## src/logic/sample_queue_pkg.sv

```systemverilog
// Purpose: Shared constants for the sample queue, delta and identity registers
// Assumes: Byte-wide register file reached by register address, one clock
// Notes:   Register offsets are the printed byte addresses
//
// Summary of operation
// - Temperature delta is signed Q8.4, low nibble zero
// - Delta equals newest minus previous temperature
// - Delta updates in every queue mode
// - Identifier register read-only, from factory value
// - Six-bit count gives samples held, zero empty
// - Overflow flag set while count is thirty-two
// - Level flag set at threshold, held above
// - Flags follow conditions; status read clears cause
// - Zero threshold never raises level flag
// - Passing threshold never blocks new samples
// - One sample pushed per acquisition tick
// - Mode: off, circular, stop, unused
// - Circular full: drop oldest, keep newest
// - Disable or standby-to-active flushes the store, not the input buffer
// - Each data read returns next byte; fifth byte pops
// - Enabled queue serves data at pressure-high address
// - Sample read as five bytes, 160 total
// - Sampling continues during host data reads
// - Overflow or threshold hit sets interrupt cause
// - Tick counter runs after overflow, clears empty
package sample_queue_pkg;
   // ****************************************************************
   // Register offsets
   // ****************************************************************
   localparam logic [7:0] ADDR_PRESS_HIGH  = 8'h01; // Pressure high byte
   localparam logic [7:0] ADDR_PRESS_MID   = 8'h02; // Pressure middle byte
   localparam logic [7:0] ADDR_PRESS_LOW   = 8'h03; // Pressure low byte
   localparam logic [7:0] ADDR_TEMP_HIGH   = 8'h04; // Temperature high byte
   localparam logic [7:0] ADDR_TEMP_LOW    = 8'h05; // Temperature low byte
   localparam logic [7:0] ADDR_TDELTA_HIGH = 8'h0a; // temp_delta_high
   localparam logic [7:0] ADDR_TDELTA_LOW  = 8'h0b; // temp_delta_low
   localparam logic [7:0] ADDR_PART_ID     = 8'h0c; // part_identifier
   localparam logic [7:0] ADDR_QSTATE      = 8'h0d; // queue_state
   localparam logic [7:0] ADDR_QREAD       = 8'h0e; // queue_read_port
   localparam logic [7:0] ADDR_QCONFIG     = 8'h0f; // queue_config
   localparam logic [7:0] ADDR_TICK_CNT    = 8'h10; // overflow_tick_counter
   // ****************************************************************
   // Field layout and sizes
   // ****************************************************************
   localparam int          DEPTH        = 32;     // Samples held
   localparam int          BYTES_PER    = 5;      // Bytes per sample
   localparam logic [5:0]  COUNT_FULL   = 6'h20;  // Thirty-two samples
   localparam logic [5:0]  COUNT_ZERO   = 6'h00;  // Empty
   localparam logic [2:0]  BYTE_LAST    = 3'h4;   // Index of last byte
   localparam logic [3:0]  NIBBLE_ZERO  = 4'h0;   // Reserved low nibble
   localparam logic [7:0]  BYTE_ZERO    = 8'h00;  // Zero byte
   localparam logic [7:0]  CONFIG_RESET = 8'h00;  // queue_config reset
   localparam logic [7:0]  TICK_MAX     = 8'hff;  // Tick counter saturates
   localparam logic [7:0]  PART_ID_DEF  = 8'h5a;  // Arbitrary identifier value
   // Overflow modes
   typedef enum logic [1:0] {
      MODE_OFF      = 2'b00,
      MODE_CIRCULAR = 2'b01,
      MODE_STOP     = 2'b10,
      MODE_UNUSED   = 2'b11
   } queue_mode_t;
endpackage : sample_queue_pkg

```

## src/logic/sample_queue_regs.sv

```systemverilog
// Purpose: Sample queue with status/config, temperature delta and identifier
// Assumes: Register access by address with read and write strobes, one clock
// Notes:   Samples arrive through a two-entry buffer; reset and active mode pin pass two flops
`timescale 1ns/1ps
module sample_queue_regs #(
   parameter logic [7:0] PART_ID = sample_queue_pkg::PART_ID_DEF // Arbitrary value
) (
   input  wire logic        clk_sys,         // 20 MHz system clock
   input  wire logic        reset_n,         // Async reset, active low
   input  wire logic        sample_valid,    // New sample offered
   output logic             sample_ready,    // Buffer has room
   input  wire logic [19:0] sample_press,    // Pressure Q18.2
   input  wire logic [11:0] sample_temp,     // Temperature Q8.4
   input  wire logic        acq_tick,        // Acquisition tick pulse
   input  wire logic        active_mode,     // Level: system active
   input  wire logic [7:0]  reg_addr,        // Register address
   input  wire logic        reg_rd,          // Read strobe
   input  wire logic        reg_wr,          // Write strobe
   input  wire logic [7:0]  reg_wdata,       // Write data
   output logic [7:0]       reg_rdata,       // Read data, next cycle
   output logic             queue_interrupt_cause, // Cause bit
   output logic [7:0]       overflow_tick_counter  // Tick counter
);
   // ****************************************************************
   // Reset and pin synchronisers
   // ****************************************************************
   logic       rst_s1_r;               // Reset stage one
   logic       rst_n_r;                // Released reset
   logic [1:0] act_sync_r;             // Active mode sync

   always_ff @(posedge clk_sys or negedge reset_n) begin
      if (!reset_n) begin
         rst_s1_r <= 1'b0;
         rst_n_r  <= 1'b0;
      end else begin
         rst_s1_r <= 1'b1;
         rst_n_r  <= rst_s1_r;
      end
   end

   // Active mode pin, two flops before use
   always_ff @(posedge clk_sys or negedge rst_n_r) begin
      if (!rst_n_r) begin
         act_sync_r <= 2'b00;
      end else begin
         act_sync_r <= {act_sync_r[0], active_mode};
      end
   end

   // ****************************************************************
   // State
   // ****************************************************************
   logic [7:0]  config_r, config_nxt;       // queue_config
   logic        act_prev_r;                 // Last active level
   logic [11:0] temp_prev_r, temp_prev_nxt; // Previous temperature
   logic [11:0] tdelta_r, tdelta_nxt;       // temp_difference_value
   logic [2:0]  byte_idx_r, byte_idx_nxt;   // Byte within head sample
   logic        ovf_seen_r, ovf_seen_nxt;   // Overflow/wrap seen
   logic        cause_r, cause_nxt;         // Interrupt cause
   logic [7:0]  tick_r, tick_nxt;           // Tick counter
   logic [7:0]  rdata_nxt;                  // Read data
   logic        lvl_prev_r;                 // Last level event
   logic        ovf_prev_r;                 // Last overflow level

   // Buffer and store wiring
   logic        buf_valid;                  // Buffered sample ready
   logic        buf_take;                   // Buffer drain
   logic [31:0] buf_data;                   // Buffered sample
   logic [31:0] head;                       // Oldest stored sample
   logic [5:0]  count;                      // queue_sample_count
   logic        store_wr;                   // Store write
   logic        store_pop;                  // Store pop
   logic        flush;                      // Flush request
   logic        full;                       // Thirty-two held
   logic        ovf_flag;                   // queue_overflow_flag
   logic        lvl_flag;                   // queue_level_flag
   logic        data_rd;                    // Data port read
   sample_queue_pkg::queue_mode_t mode;     // Decoded mode
   logic [5:0]  threshold;                  // queue_level_threshold

   // Byte select of a stored sample, high pressure first
   function automatic logic [7:0] sample_byte(input logic [31:0] s, input logic [2:0] i);
      case (i)
         3'h0:    sample_byte = s[31:24];
         3'h1:    sample_byte = s[23:16];
         3'h2:    sample_byte = s[15:8];
         3'h3:    sample_byte = s[7:0];
         default: sample_byte = s[7:0];
      endcase
   endfunction : sample_byte

   assign mode      = sample_queue_pkg::queue_mode_t'(config_r[7:6]);
   assign threshold = config_r[5:0];
   assign full      = (count == sample_queue_pkg::COUNT_FULL);
   assign ovf_flag  = full && (mode != sample_queue_pkg::MODE_OFF);
   // Level flag at or above threshold, never for zero
   assign lvl_flag  = (threshold != sample_queue_pkg::COUNT_ZERO) && (count >= threshold);
   assign flush     = (mode == sample_queue_pkg::MODE_OFF) || (act_sync_r[1] && !act_prev_r);
   // Data port read when enabled: at pressure high byte or at own address
   assign data_rd   = reg_rd && (mode != sample_queue_pkg::MODE_OFF) &&
                      ((reg_addr == sample_queue_pkg::ADDR_PRESS_HIGH) ||
                       (reg_addr == sample_queue_pkg::ADDR_QREAD));
   assign store_pop = data_rd && (count != sample_queue_pkg::COUNT_ZERO) &&
                      (byte_idx_r == sample_queue_pkg::BYTE_LAST);
   // Buffer drains on each acquisition tick; stop mode discards when full unless a pop frees a slot that cycle
   assign buf_take  = buf_valid && acq_tick;
   assign store_wr  = buf_take && (mode == sample_queue_pkg::MODE_CIRCULAR ||
                      (mode == sample_queue_pkg::MODE_STOP && !full) ||
                      (mode == sample_queue_pkg::MODE_STOP && store_pop)) && !flush;

   // ****************************************************************
   // Sample input buffer
   // ****************************************************************
   sample_skid_buffer #(.WIDTH(32)) u_buf (
      .clk_sys   (clk_sys),
      .rst_n     (rst_n_r),
      .flush     (1'b0),
      .in_valid  (sample_valid),
      .in_ready  (sample_ready),
      .in_data   ({sample_press, sample_temp}),
      .out_valid (buf_valid),
      .out_ready (acq_tick),
      .out_data  (buf_data)
   );

   // ****************************************************************
   // Sample store; circular full drops oldest as it writes
   // ****************************************************************
   sample_ring_store #(.WIDTH(32), .DEPTH(sample_queue_pkg::DEPTH)) u_store (
      .clk_sys   (clk_sys),
      .rst_n     (rst_n_r),
      .flush     (flush),
      .wr_en     (store_wr),
      .wr_data   (buf_data),
      .pop       (store_pop || (store_wr && full && !store_pop)),
      .head_data (head),
      .count     (count)
   );

   // ****************************************************************
   // Next values
   // ****************************************************************
   always_comb begin
      config_nxt    = config_r;
      temp_prev_nxt = temp_prev_r;
      tdelta_nxt    = tdelta_r;
      byte_idx_nxt  = byte_idx_r;
      ovf_seen_nxt  = ovf_seen_r;
      cause_nxt     = cause_r;
      tick_nxt      = tick_r;
      rdata_nxt     = sample_queue_pkg::BYTE_ZERO;
      // Configuration write
      if (reg_wr && reg_addr == sample_queue_pkg::ADDR_QCONFIG) begin
         config_nxt = reg_wdata;
      end
      // Delta from every accepted sample, in any mode
      if (buf_take) begin
         temp_prev_nxt = buf_data[11:0];
         tdelta_nxt    = buf_data[11:0] - temp_prev_r;
      end
      // Byte walk through head sample
      if (flush) begin
         byte_idx_nxt = '0;
      end else if (data_rd && count != sample_queue_pkg::COUNT_ZERO) begin
         byte_idx_nxt = (byte_idx_r == sample_queue_pkg::BYTE_LAST) ? 3'h0 : byte_idx_r + 3'h1;
      end
      // Tick counter after overflow or wrap, clears when drained
      if (flush || (store_pop && count == 6'h01 && !store_wr)) begin
         ovf_seen_nxt = 1'b0;
         tick_nxt     = '0;
      end else begin
         if (ovf_flag) begin
            ovf_seen_nxt = 1'b1;
         end
         if (ovf_seen_r && acq_tick && tick_r != sample_queue_pkg::TICK_MAX) begin
            tick_nxt = tick_r + 8'h01;
         end
      end
      // Read mux
      if (reg_rd) begin
         unique case (reg_addr)
            sample_queue_pkg::ADDR_PRESS_HIGH,
            sample_queue_pkg::ADDR_QREAD: begin
               if (data_rd && count != sample_queue_pkg::COUNT_ZERO) begin
                  rdata_nxt = sample_byte({head[31:12], 12'h000} | {20'h0, head[11:0]}, byte_idx_r);
                  if (byte_idx_r == 3'h2) begin
                     rdata_nxt = {head[15:12], sample_queue_pkg::NIBBLE_ZERO};
                  end else if (byte_idx_r == 3'h3) begin
                     rdata_nxt = head[11:4];
                  end else if (byte_idx_r == sample_queue_pkg::BYTE_LAST) begin
                     rdata_nxt = {head[3:0], sample_queue_pkg::NIBBLE_ZERO};
                  end
               end
            end
            sample_queue_pkg::ADDR_TDELTA_HIGH: rdata_nxt = tdelta_r[11:4];
            sample_queue_pkg::ADDR_TDELTA_LOW:  rdata_nxt = {tdelta_r[3:0], sample_queue_pkg::NIBBLE_ZERO};
            sample_queue_pkg::ADDR_PART_ID:     rdata_nxt = PART_ID;
            sample_queue_pkg::ADDR_QSTATE:      rdata_nxt = {ovf_flag, lvl_flag, count};
            sample_queue_pkg::ADDR_QCONFIG:     rdata_nxt = config_r;
            sample_queue_pkg::ADDR_TICK_CNT:    rdata_nxt = tick_r;
            default:                            rdata_nxt = sample_queue_pkg::BYTE_ZERO;
         endcase
      end
      // Cause: rising edge of either event sets, status read clears; set wins
      if (reg_rd && reg_addr == sample_queue_pkg::ADDR_QSTATE) begin
         cause_nxt = 1'b0;
      end
      if ((ovf_flag && !ovf_prev_r) || (lvl_flag && !lvl_prev_r)) begin
         cause_nxt = 1'b1;
      end
   end

   // ****************************************************************
   // Registers
   // ****************************************************************
   always_ff @(posedge clk_sys or negedge rst_n_r) begin
      if (!rst_n_r) begin
         config_r              <= sample_queue_pkg::CONFIG_RESET;
         act_prev_r            <= 1'b0;
         temp_prev_r           <= '0;
         tdelta_r              <= '0;
         byte_idx_r            <= '0;
         ovf_seen_r            <= 1'b0;
         cause_r               <= 1'b0;
         tick_r                <= '0;
         reg_rdata             <= sample_queue_pkg::BYTE_ZERO;
         lvl_prev_r            <= 1'b0;
         ovf_prev_r            <= 1'b0;
      end else begin
         config_r              <= config_nxt;
         act_prev_r            <= act_sync_r[1];
         temp_prev_r           <= temp_prev_nxt;
         tdelta_r              <= tdelta_nxt;
         byte_idx_r            <= byte_idx_nxt;
         ovf_seen_r            <= ovf_seen_nxt;
         cause_r               <= cause_nxt;
         tick_r                <= tick_nxt;
         reg_rdata             <= rdata_nxt;
         lvl_prev_r            <= lvl_flag;
         ovf_prev_r            <= ovf_flag;
      end
   end

   assign queue_interrupt_cause = cause_r;
   assign overflow_tick_counter = tick_r;
endmodule : sample_queue_regs

```

## src/logic/sample_ring_store.sv

```systemverilog
// Purpose: Thirty-two entry sample memory with head/tail pointers
// Assumes: Caller decides when to write, drop oldest or pop
// Notes:   Write and pop in one cycle are both honoured
`timescale 1ns/1ps
module sample_ring_store #(
   parameter int WIDTH = 32,           // Sample width
   parameter int DEPTH = 32            // Samples held
) (
   input  wire logic             clk_sys,     // System clock
   input  wire logic             rst_n,       // Synchronised reset
   input  wire logic             flush,       // Empty the store
   input  wire logic             wr_en,       // Store a sample
   input  wire logic [WIDTH-1:0] wr_data,     // Sample in
   input  wire logic             pop,         // Remove oldest
   output logic [WIDTH-1:0]      head_data,   // Oldest sample
   output logic [$clog2(DEPTH):0] count      // Samples held
);
   localparam int AW = $clog2(DEPTH);
   logic [WIDTH-1:0] mem_r [DEPTH];   // Sample array
   logic [AW-1:0]    wptr_r;          // Write pointer
   logic [AW-1:0]    wptr_nxt;        // Next write pointer
   logic [AW-1:0]    rptr_r;          // Read pointer
   logic [AW-1:0]    rptr_nxt;        // Next read pointer
   logic [AW:0]      cnt_r;           // Count
   logic [AW:0]      cnt_nxt;         // Next count

   assign head_data = mem_r[rptr_r];
   assign count     = cnt_r;

   // ****************************************************************
   // Pointer arithmetic
   // ****************************************************************
   always_comb begin
      wptr_nxt = wptr_r;
      rptr_nxt = rptr_r;
      cnt_nxt  = cnt_r;
      if (flush) begin
         wptr_nxt = '0;
         rptr_nxt = '0;
         cnt_nxt  = '0;
      end else begin
         if (wr_en) begin
            wptr_nxt = wptr_r + 1'b1;
         end
         if (pop) begin
            rptr_nxt = rptr_r + 1'b1;
         end
         cnt_nxt = cnt_r + {{AW{1'b0}}, wr_en} - {{AW{1'b0}}, pop};
      end
   end

   // Pointer registers
   always_ff @(posedge clk_sys or negedge rst_n) begin
      if (!rst_n) begin
         wptr_r <= '0;
         rptr_r <= '0;
         cnt_r  <= '0;
      end else begin
         wptr_r <= wptr_nxt;
         rptr_r <= rptr_nxt;
         cnt_r  <= cnt_nxt;
      end
   end

   // Memory write, no reset needed
   always_ff @(posedge clk_sys) begin
      if (wr_en && !flush) begin
         mem_r[wptr_r] <= wr_data;
      end
   end
endmodule : sample_ring_store

```

## src/logic/sample_skid_buffer.sv

```systemverilog
// Purpose: Two-entry buffer with valid/ready on both sides
// Assumes: Single clock, synchronous clear from flush
// Notes:   Full and empty are exact; ready drops when both entries hold
`timescale 1ns/1ps
module sample_skid_buffer #(
   parameter int WIDTH = 32            // Word width
) (
   input  wire logic             clk_sys,     // System clock
   input  wire logic             rst_n,       // Synchronised reset
   input  wire logic             flush,       // Drop contents
   input  wire logic             in_valid,    // Word offered
   output logic                  in_ready,    // Room for a word
   input  wire logic [WIDTH-1:0] in_data,     // Word in
   output logic                  out_valid,   // Word available
   input  wire logic             out_ready,   // Drain accepts
   output logic [WIDTH-1:0]      out_data     // Word out
);
   logic [WIDTH-1:0] slot_r [2];      // Storage
   logic [WIDTH-1:0] slot_nxt [2];    // Next storage
   logic [1:0]       fill_r;          // Entries held
   logic [1:0]       fill_nxt;        // Next entries held
   logic             push;            // Accepted write
   logic             pop;             // Accepted read
   logic             ready_r;         // Registered room flag

   // Room flag comes from a flop so the top-level output is registered
   assign in_ready  = ready_r;
   assign out_valid = (fill_r != 2'h0);
   assign out_data  = slot_r[0];
   assign push      = in_valid && in_ready;
   assign pop       = out_valid && out_ready;

   // ****************************************************************
   // Next state
   // ****************************************************************
   always_comb begin
      slot_nxt = slot_r;
      fill_nxt = fill_r;
      if (flush) begin
         fill_nxt = 2'h0;
      end else begin
         // Shift on pop, then place the new word behind what stays
         if (pop) begin
            slot_nxt[0] = slot_r[1];
         end
         if (push) begin
            slot_nxt[(pop ? fill_r - 2'h1 : fill_r) == 2'h0 ? 0 : 1] = in_data;
         end
         fill_nxt = fill_r + {1'b0, push} - {1'b0, pop};
      end
   end

   // Register
   always_ff @(posedge clk_sys or negedge rst_n) begin
      if (!rst_n) begin
         fill_r <= 2'h0;
         ready_r <= 1'b1;
         slot_r <= '{default: '0};
      end else begin
         fill_r <= fill_nxt;
         ready_r <= (fill_nxt != 2'h2);
         slot_r <= slot_nxt;
      end
   end
endmodule : sample_skid_buffer

```

## config.mk

```make
export PLATFORM = sky130hd
export DESIGN_NAME = sample_queue_regs
export DESIGN_NICKNAME = d
export VERILOG_FILES = /design/src/logic/sample_queue_pkg.sv /design/src/logic/sample_queue_regs.sv /design/src/logic/sample_ring_store.sv /design/src/logic/sample_skid_buffer.sv
export SDC_FILE = /design/constraint.sdc
export NUM_CORES = 1
export LEC_CHECK = 0
export CORE_MARGIN = 10
export CORE_UTILIZATION = 56
export CTS_BUF_LIST = sky130_fd_sc_hd__clkbuf_8
export DETAILED_ROUTE_END_ITERATION = 8
export DONT_BUFFER_PORTS = 1
export PLACE_DENSITY_LB_ADDON = 0.2
export SETUP_SLACK_MARGIN = 0.2
export SLEW_MARGIN = 15
export SYNTH_ARGS = -nofsm -noshare
export SYNTH_HDL_FRONTEND = slang
export SYNTH_SLANG_ARGS = --single-unit
export TNS_END_PERCENT = 50
```

## constraint.sdc

```tcl
create_clock -name clk_sys -period 4.7 [get_ports clk_sys]
set_input_delay 0.94 -clock clk_sys [delete_from_list [all_inputs] [get_ports clk_sys]]
set_output_delay 0.94 -clock clk_sys [all_outputs]
set_load 0.02 [all_outputs]
```

# Yosys cells after proc, flatten, opt, wreduce, memory -nomap -nowiden
# Memory sizes are Yosys's and may differ from the RTL's.
# Cells that the tools add are included.
# word_totals
ff_bits	143
mem_bits_rw	1024
in_bits	55
out_inout_bits	18
wordCells	138
mem_count	1
# op_classes
addsub	10
n_lt_le_gt_ge	3
n_eq_ne	18
muxes	30
bitwise_logic	2
n_reduce_logical	53
# memory_table
memory	depth	word_bits	read_ports	rd_clocked_by_memory_dff	wr	line	rtl
u_store.mem_r	32	32	1	0	1	sample_ring_store.sv:19	logic [WIDTH-1:0] mem_r [DEPTH];
# ops
op	n
$bwmux W64	1
$mux W32	2
$mux W64	1
$mux W8	7
$pmux W8 S7	1
$eq A8 B4 Y1 const B	6
$demux W32 S1	1
$ge A32 B2 Y1 const B	1
$lt A32 B1 Y1 const B	1
$not A32 Y32	1
$or A32 B12 Y32	1
$logic_and A1 B1 Y1	25
$mux W5	4
$pmux W8 S2	1
$reduce_bool A2 Y1	8
$reduce_bool A6 Y1	2
$sub A12 B12 Y12	1
$add A5 B1 Y5 const B	2
$mux W3	3
$add A8 B1 Y8 const B	1
$eq A8 B1 Y1 const B	1
$eq A8 B5 Y1 const B	1
$ne A8 B8 Y1 const B	1
$logic_not A1 Y1	7
other kinds (22)	36

# Logic depth before layout (Yosys ltp)
# logic_depth
ltp_word	14
ltp_mapped	16
depth_no_buf	15

# Cells and area by module
# A second synthesis with hierarchy kept.
# unflattened
hier_cells	2481
area_unflattened_um2	46856.2
# by_module_without_submodules
module	n_inst	cells_each	area_each_um2	seq_area_each_um2
sample_ring_store	1	1810	39811.9	31149.9
sample_queue_regs	1	443	3923.8	1501.4
sample_skid_buffer	1	228	3120.5	1677.9

# Worst setup path before layout
# No wires, ideal clock.
# synth_timing
kind	in2reg
from	input reg_addr[5]
to	memory u_store.mem_r[30][0] (enable)
setup_ns	0.421
t_arrival_ns	4.197
required_time_ns	4.279
slack_ns	0.081
path_stages	7
n_path_buf	0
cell_sequence	or4b_1 -> a2111o_1 -> o21ai_2 -> a21oi_2 -> nor3_4 -> nand2_4 -> nor2_1
# synth_between
elab_chain_cells	12
word_cells_on_any_way	13
cone_classes	eq/ne (2); mux (2); reduce/logical (9)
# synth_rtl
item	line	rtl
start: declaration	sample_queue_regs.sv:16	input wire logic [7:0] reg_addr,
$eq A8 B1 Y1 or $eq A8 B4 Y1 (tied branches)	sample_queue_regs.sv:101, sample_queue_regs.sv:102	
$logic_or A1 B1 Y1 *	sample_queue_regs.sv:101	((reg_addr == sample_queue_pkg::ADDR_PRESS_HIGH) ||
$logic_and A1 B1 Y1 *	sample_queue_regs.sv:100	assign data_rd = reg_rd && (mode != sample_queue_pkg::MODE_OFF) &&
$logic_and A1 B1 Y1 * (2 in series)	sample_queue_regs.sv:103	assign store_pop = data_rd && (count != sample_queue_pkg::COUNT_ZERO) &&
$logic_and A1 B1 Y1 *	sample_queue_regs.sv:109	(mode == sample_queue_pkg::MODE_STOP && store_pop)) && !flush;
$logic_or A1 B1 Y1 *	sample_queue_regs.sv:108	(mode == sample_queue_pkg::MODE_STOP && !full) ||
$logic_and A1 B1 Y1 *	sample_queue_regs.sv:107	assign store_wr = buf_take && (mode == sample_queue_pkg::MODE_CIRCULAR ||
$logic_and A1 B1 Y1 *	sample_queue_regs.sv:109	
$logic_and A1 B1 Y1 *	sample_ring_store.sv:67	if (wr_en && !flush) begin
$mux W1 *	sample_ring_store.sv:67	
$mux W1 (not written as such) *	sample_ring_store.sv:68	mem_r[wptr_r] <= wr_data;
end: declaration	sample_ring_store.sv:19	
# Mark *: on every way between the ends. The rest lies on a longest branch, timed or not.

# Worst setup path in the final report
# layout_timing
from	register u_store.rptr_r[0]
to	register reg_rdata[1]
# layout_between
elab_chain_cells	9
# layout_rtl
item	line	rtl
start: declaration	sample_ring_store.sv:22	logic [AW-1:0] rptr_r;
start signal: assignment	sample_ring_store.sv:60	rptr_r <= rptr_nxt;
$mem_v2 Z32 W32 *	--	
$or A32 B12 Y32	sample_queue_regs.sv:185	rdata_nxt = sample_byte({head[31:12], 12'h000} | {20'h0, head[11:0]}, byte_idx_r);
$pmux W8 S2	sample_queue_regs.sv:83	case (i)
$mux W8	sample_queue_regs.sv:190	end else if (byte_idx_r == sample_queue_pkg::BYTE_LAST) begin
$mux W8 *	sample_queue_regs.sv:188	end else if (byte_idx_r == 3'h3) begin
$mux W8 *	sample_queue_regs.sv:186	if (byte_idx_r == 3'h2) begin
$mux W8 *	sample_queue_regs.sv:184	if (data_rd && count != sample_queue_pkg::COUNT_ZERO) begin
$pmux W8 S7 *	sample_queue_regs.sv:181	unique case (reg_addr)
$mux W8 *	sample_queue_regs.sv:180	if (reg_rd) begin
via rdata_nxt[1]	sample_queue_regs.sv:61	logic [7:0] rdata_nxt;
end signal: assignment	sample_queue_regs.sv:226	reg_rdata <= sample_queue_pkg::BYTE_ZERO;
end signal: assignment	sample_queue_regs.sv:238	reg_rdata <= rdata_nxt;
end: declaration	sample_queue_regs.sv:20	output logic [7:0] reg_rdata,
# Mark *: on every way through the listed nets, which the timed path passes. The rest lies on a longest branch.
# A chain may end at the register's enable or synchronous reset.

==> impl_metrics.toml <==
[layout]
fin_nets = 2769
drive_above_1_share = 0.243
area_growth_pct = 12.2

[synth]
synth_edf_count = 1024
netlist_area_mm2 = 0.0466
synth-warning-count = 0
synth_seq_area_share = 0.737
synthFlopType = "edfxtp_1"
ys_ff_latch = 1167
synth_cell_types = 74
async_reset_ff_frac = 0.123
avgSynthCellArea_um2 = 18.7
syn_inst = 2488
synth_nets = 2585

[clock_network]
cts_setup_buffers = 0
clock_latency_ns = 0.86
clock-sinks = 1167
cts_buffer_depth = 3
cts.clk_slew.worst_paths_ns = 0.06
cts_resized = 0
cts_tree = "done"
holdBufCountCts = 1
clock_tree.root_cell = "clkbuf_8"
htreeDepth = 4
cts_buffers = 180

[power]
vdd_drop_max_mv = 0.320
powerDensity_mw_per_mm2 = 475
leakage_nw = 17.0

[sta]
setup_ws_ns = 0.981
layout_min_cycle_time_ns = 3.72
timing.final.max_slew_violations = 0
fin_worst_skew_ns = 0.0565
whs_ns = 0.108
max_slew.worst_pin.slew_ns = 1.06
max_freq_mhz = 269
finalSetupViolCount = 0
rsz0062_at_grt = "false"
period_share = 0.791
hold_violations = 0
relSlewSlack = 0.292
final.setup.tns_ns = 0

[drt]
wire_per_inst_um = 30.6
detail_route.iter0.violations = 3006
drt_first_pass_iters = 6
ant_nets = 0
viasPerCell = 6.45
vias = 25100
drc = 0
wl_um = 119000

[die]
start_util = 0.566
num_rows = 105
core-area_mm2 = 0.0822
die_area_mm2 = 0.0951
fp.dieH_um = 308
boundaryPins = 73
chipWidth_um = 308

[grt]
antenna_found_initial = 2
grt_max_degree = 142
grt.total_usage = 0.252
grt_pass1_wl_um = 174000
grt_pass1_vias = 25300
grt_overflow = 0

[worst_setup_path]
critPathRequiredTime_ns = 5.36
cp_max_fo = 22
cp_data_arrival_time_ns = 4.38
cp-start-kind = "flop"
path_class = "reg -> reg"
end_kind = "flop"

[placed_design]
gp_congestion = 0.962
port_buffers = 0
place_ws_ns = 0.474
hpwlAfterDp_um = 76100

[flow_run]
cap_viol_max_count = 0

[min_path]
hold_path_class = "in -> reg"

[run_status]
status = "complete, no violations"
==> area by class of cell <==
class / count / area, um2
diodes: 1 / 2.50
clock buffers: 189 / 2600
clock inverters: 144 / 831
fillers: 5638 / 30000
inverters: 49 / 184
multi-input cells: 1140 / 11600
flip-flops and latches: 1167 / 34300
well taps: 1070 / 1340
repair buffers: 134 / 1310
==> metrics by stage <==
step	power, mW	util	cells	area [um2]
after floorplan	15.4	-	2488	46600
final	24.8	0.635	3894	52300
after global placement	16.8	0.594	3559	48800
after global routing	25.8	0.635	3894	52300
after CTS	25.0	0.635	3893	52300
after detailed placement	17.0	0.594	3559	48800
==> metal layers <==
layer  part of all wire  vias up  GRT usage
met3              0.081      242     0.0462
met5                  0        -          0
met2               0.48     1284      0.397
met4              0.038        0      0.102
li1                   -    10500          -
met1               0.40    13100      0.347
==> cells by family after synthesis <==
logic type | count (synthesis) | share of synthesized area
fa+ha+maj | 42 | 0.0116
flops | 1167 | 0.737
xor+xnor | 24 | 0.00452
mux | 405 | 0.146
buf+inv | 181 | 0.0184
simple gates | 341 | 0.0357
compound gates | 327 | 0.0466
other cells | 1 | 0.0000805
==> synth_stat cells (all sizes together), types with 7 or more instances <==
master,instances,area share
edfxtp,1024,0.66
mux4,213,0.10
dfrtp,142,0.076
mux2i,140,0.030
nand2,116,0.010
nor2,85,0.0069
o21ai,78,0.0085
buf,67,0.0092
clkbuf,65,0.0052
a21oi,56,0.0061
mux2,52,0.013
inv,49,0.0040
a22oi,40,0.0065
ha,40,0.011
nand3,35,0.0038
o22ai,33,0.0044
a211oi,21,0.0034
nor3,17,0.0021
a22o,16,0.0030
nor2b,15,0.0020
xnor2,15,0.0028
a221oi,14,0.0026
o221ai,14,0.0026
nand4,13,0.0017
a31oi,9,0.0012
nand2b,9,0.0012
o211ai,9,0.0015
xor2,9,0.0017
nand3b,8,0.0013
and2,7,0.00094
==> power by group <==
group          switching, mW  internal (mW)
clock                   3.96           4.05
combinational           2.41          0.890
sequential             0.466           13.1
total                   6.84           18.0
==> critical path: stages, from the launching register on <==
cell	delay (ns)
dfrtp_4	0.88
buf_4	0.47
buf_4	0.32
mux4_2	0.27
o211ai_1	0.10
o21ai_0	0.79
a22oi_1	0.22
a21oi_1	0.45
==> cells in the final DEF (no fill, tap or decap), types with 16 or more instances in the layout <==
cell type / count
dfrtp_1: 133
a22o_1: 16
mux4_2: 213
nor2_1: 51
clkbuf_8: 189
buf_12: 24
clkinv_2: 24
o21ai_0: 76
clkinv_1: 43
nor3_1: 16
edfxtp_1: 1024
nor2_4: 34
inv_1: 107
a21oi_1: 55
nand3_1: 35
ha_1: 40
o22ai_1: 33
mux2_2: 51
mux2i_1: 140
a211oi_1: 21
nand2_1: 112
a22oi_1: 40
buf_4: 109
==> state kept, by name (all words and copies together), names as in the netlist, named ones only <==
signal,count
u_store.count,6
tdelta_r,12
u_buf.fill_r,2
u_buf.out_data,32
u_buf.in_ready,1
act_sync_r,2
ovf_seen_r,1
act_prev_r,1
lvl_prev_r,1
queue_interrupt_cause,1
rst_n_r,1
config_r,8
temp_prev_r,12
overflow_tick_counter,8
reg_rdata,8
u_store.rptr_r,5
byte_idx_r,3
rst_s1_r,1
u_store.mem_r,1024
ovf_prev_r,1
u_store.wptr_r,5
==> final timing paths <==
check                                                 to  slack (ns)  cells past startpoint                           from
max                               reg_rdata[1]$_DFF_PN0_        0.98                      7  u_store.rptr_r[0]$_DFFE_PN0P_
min                              act_sync_r[0]$_DFF_PN0_        0.11                      0                    active_mode
max reg2reg                       reg_rdata[1]$_DFF_PN0_        0.98                      7  u_store.rptr_r[0]$_DFFE_PN0P_
min reg2reg                      act_sync_r[1]$_DFF_PN0_        0.35                      0        act_sync_r[0]$_DFF_PN0_
max in group asynchronous  u_store.rptr_r[1]$_DFFE_PN0P_        3.58                      1              rst_n_r$_DFF_PN0_
min in group asynchronous             rst_s1_r$_DFF_PN0_        0.34                      1                        reset_n
No activity file was read; power rests on OpenSTA's default activity.
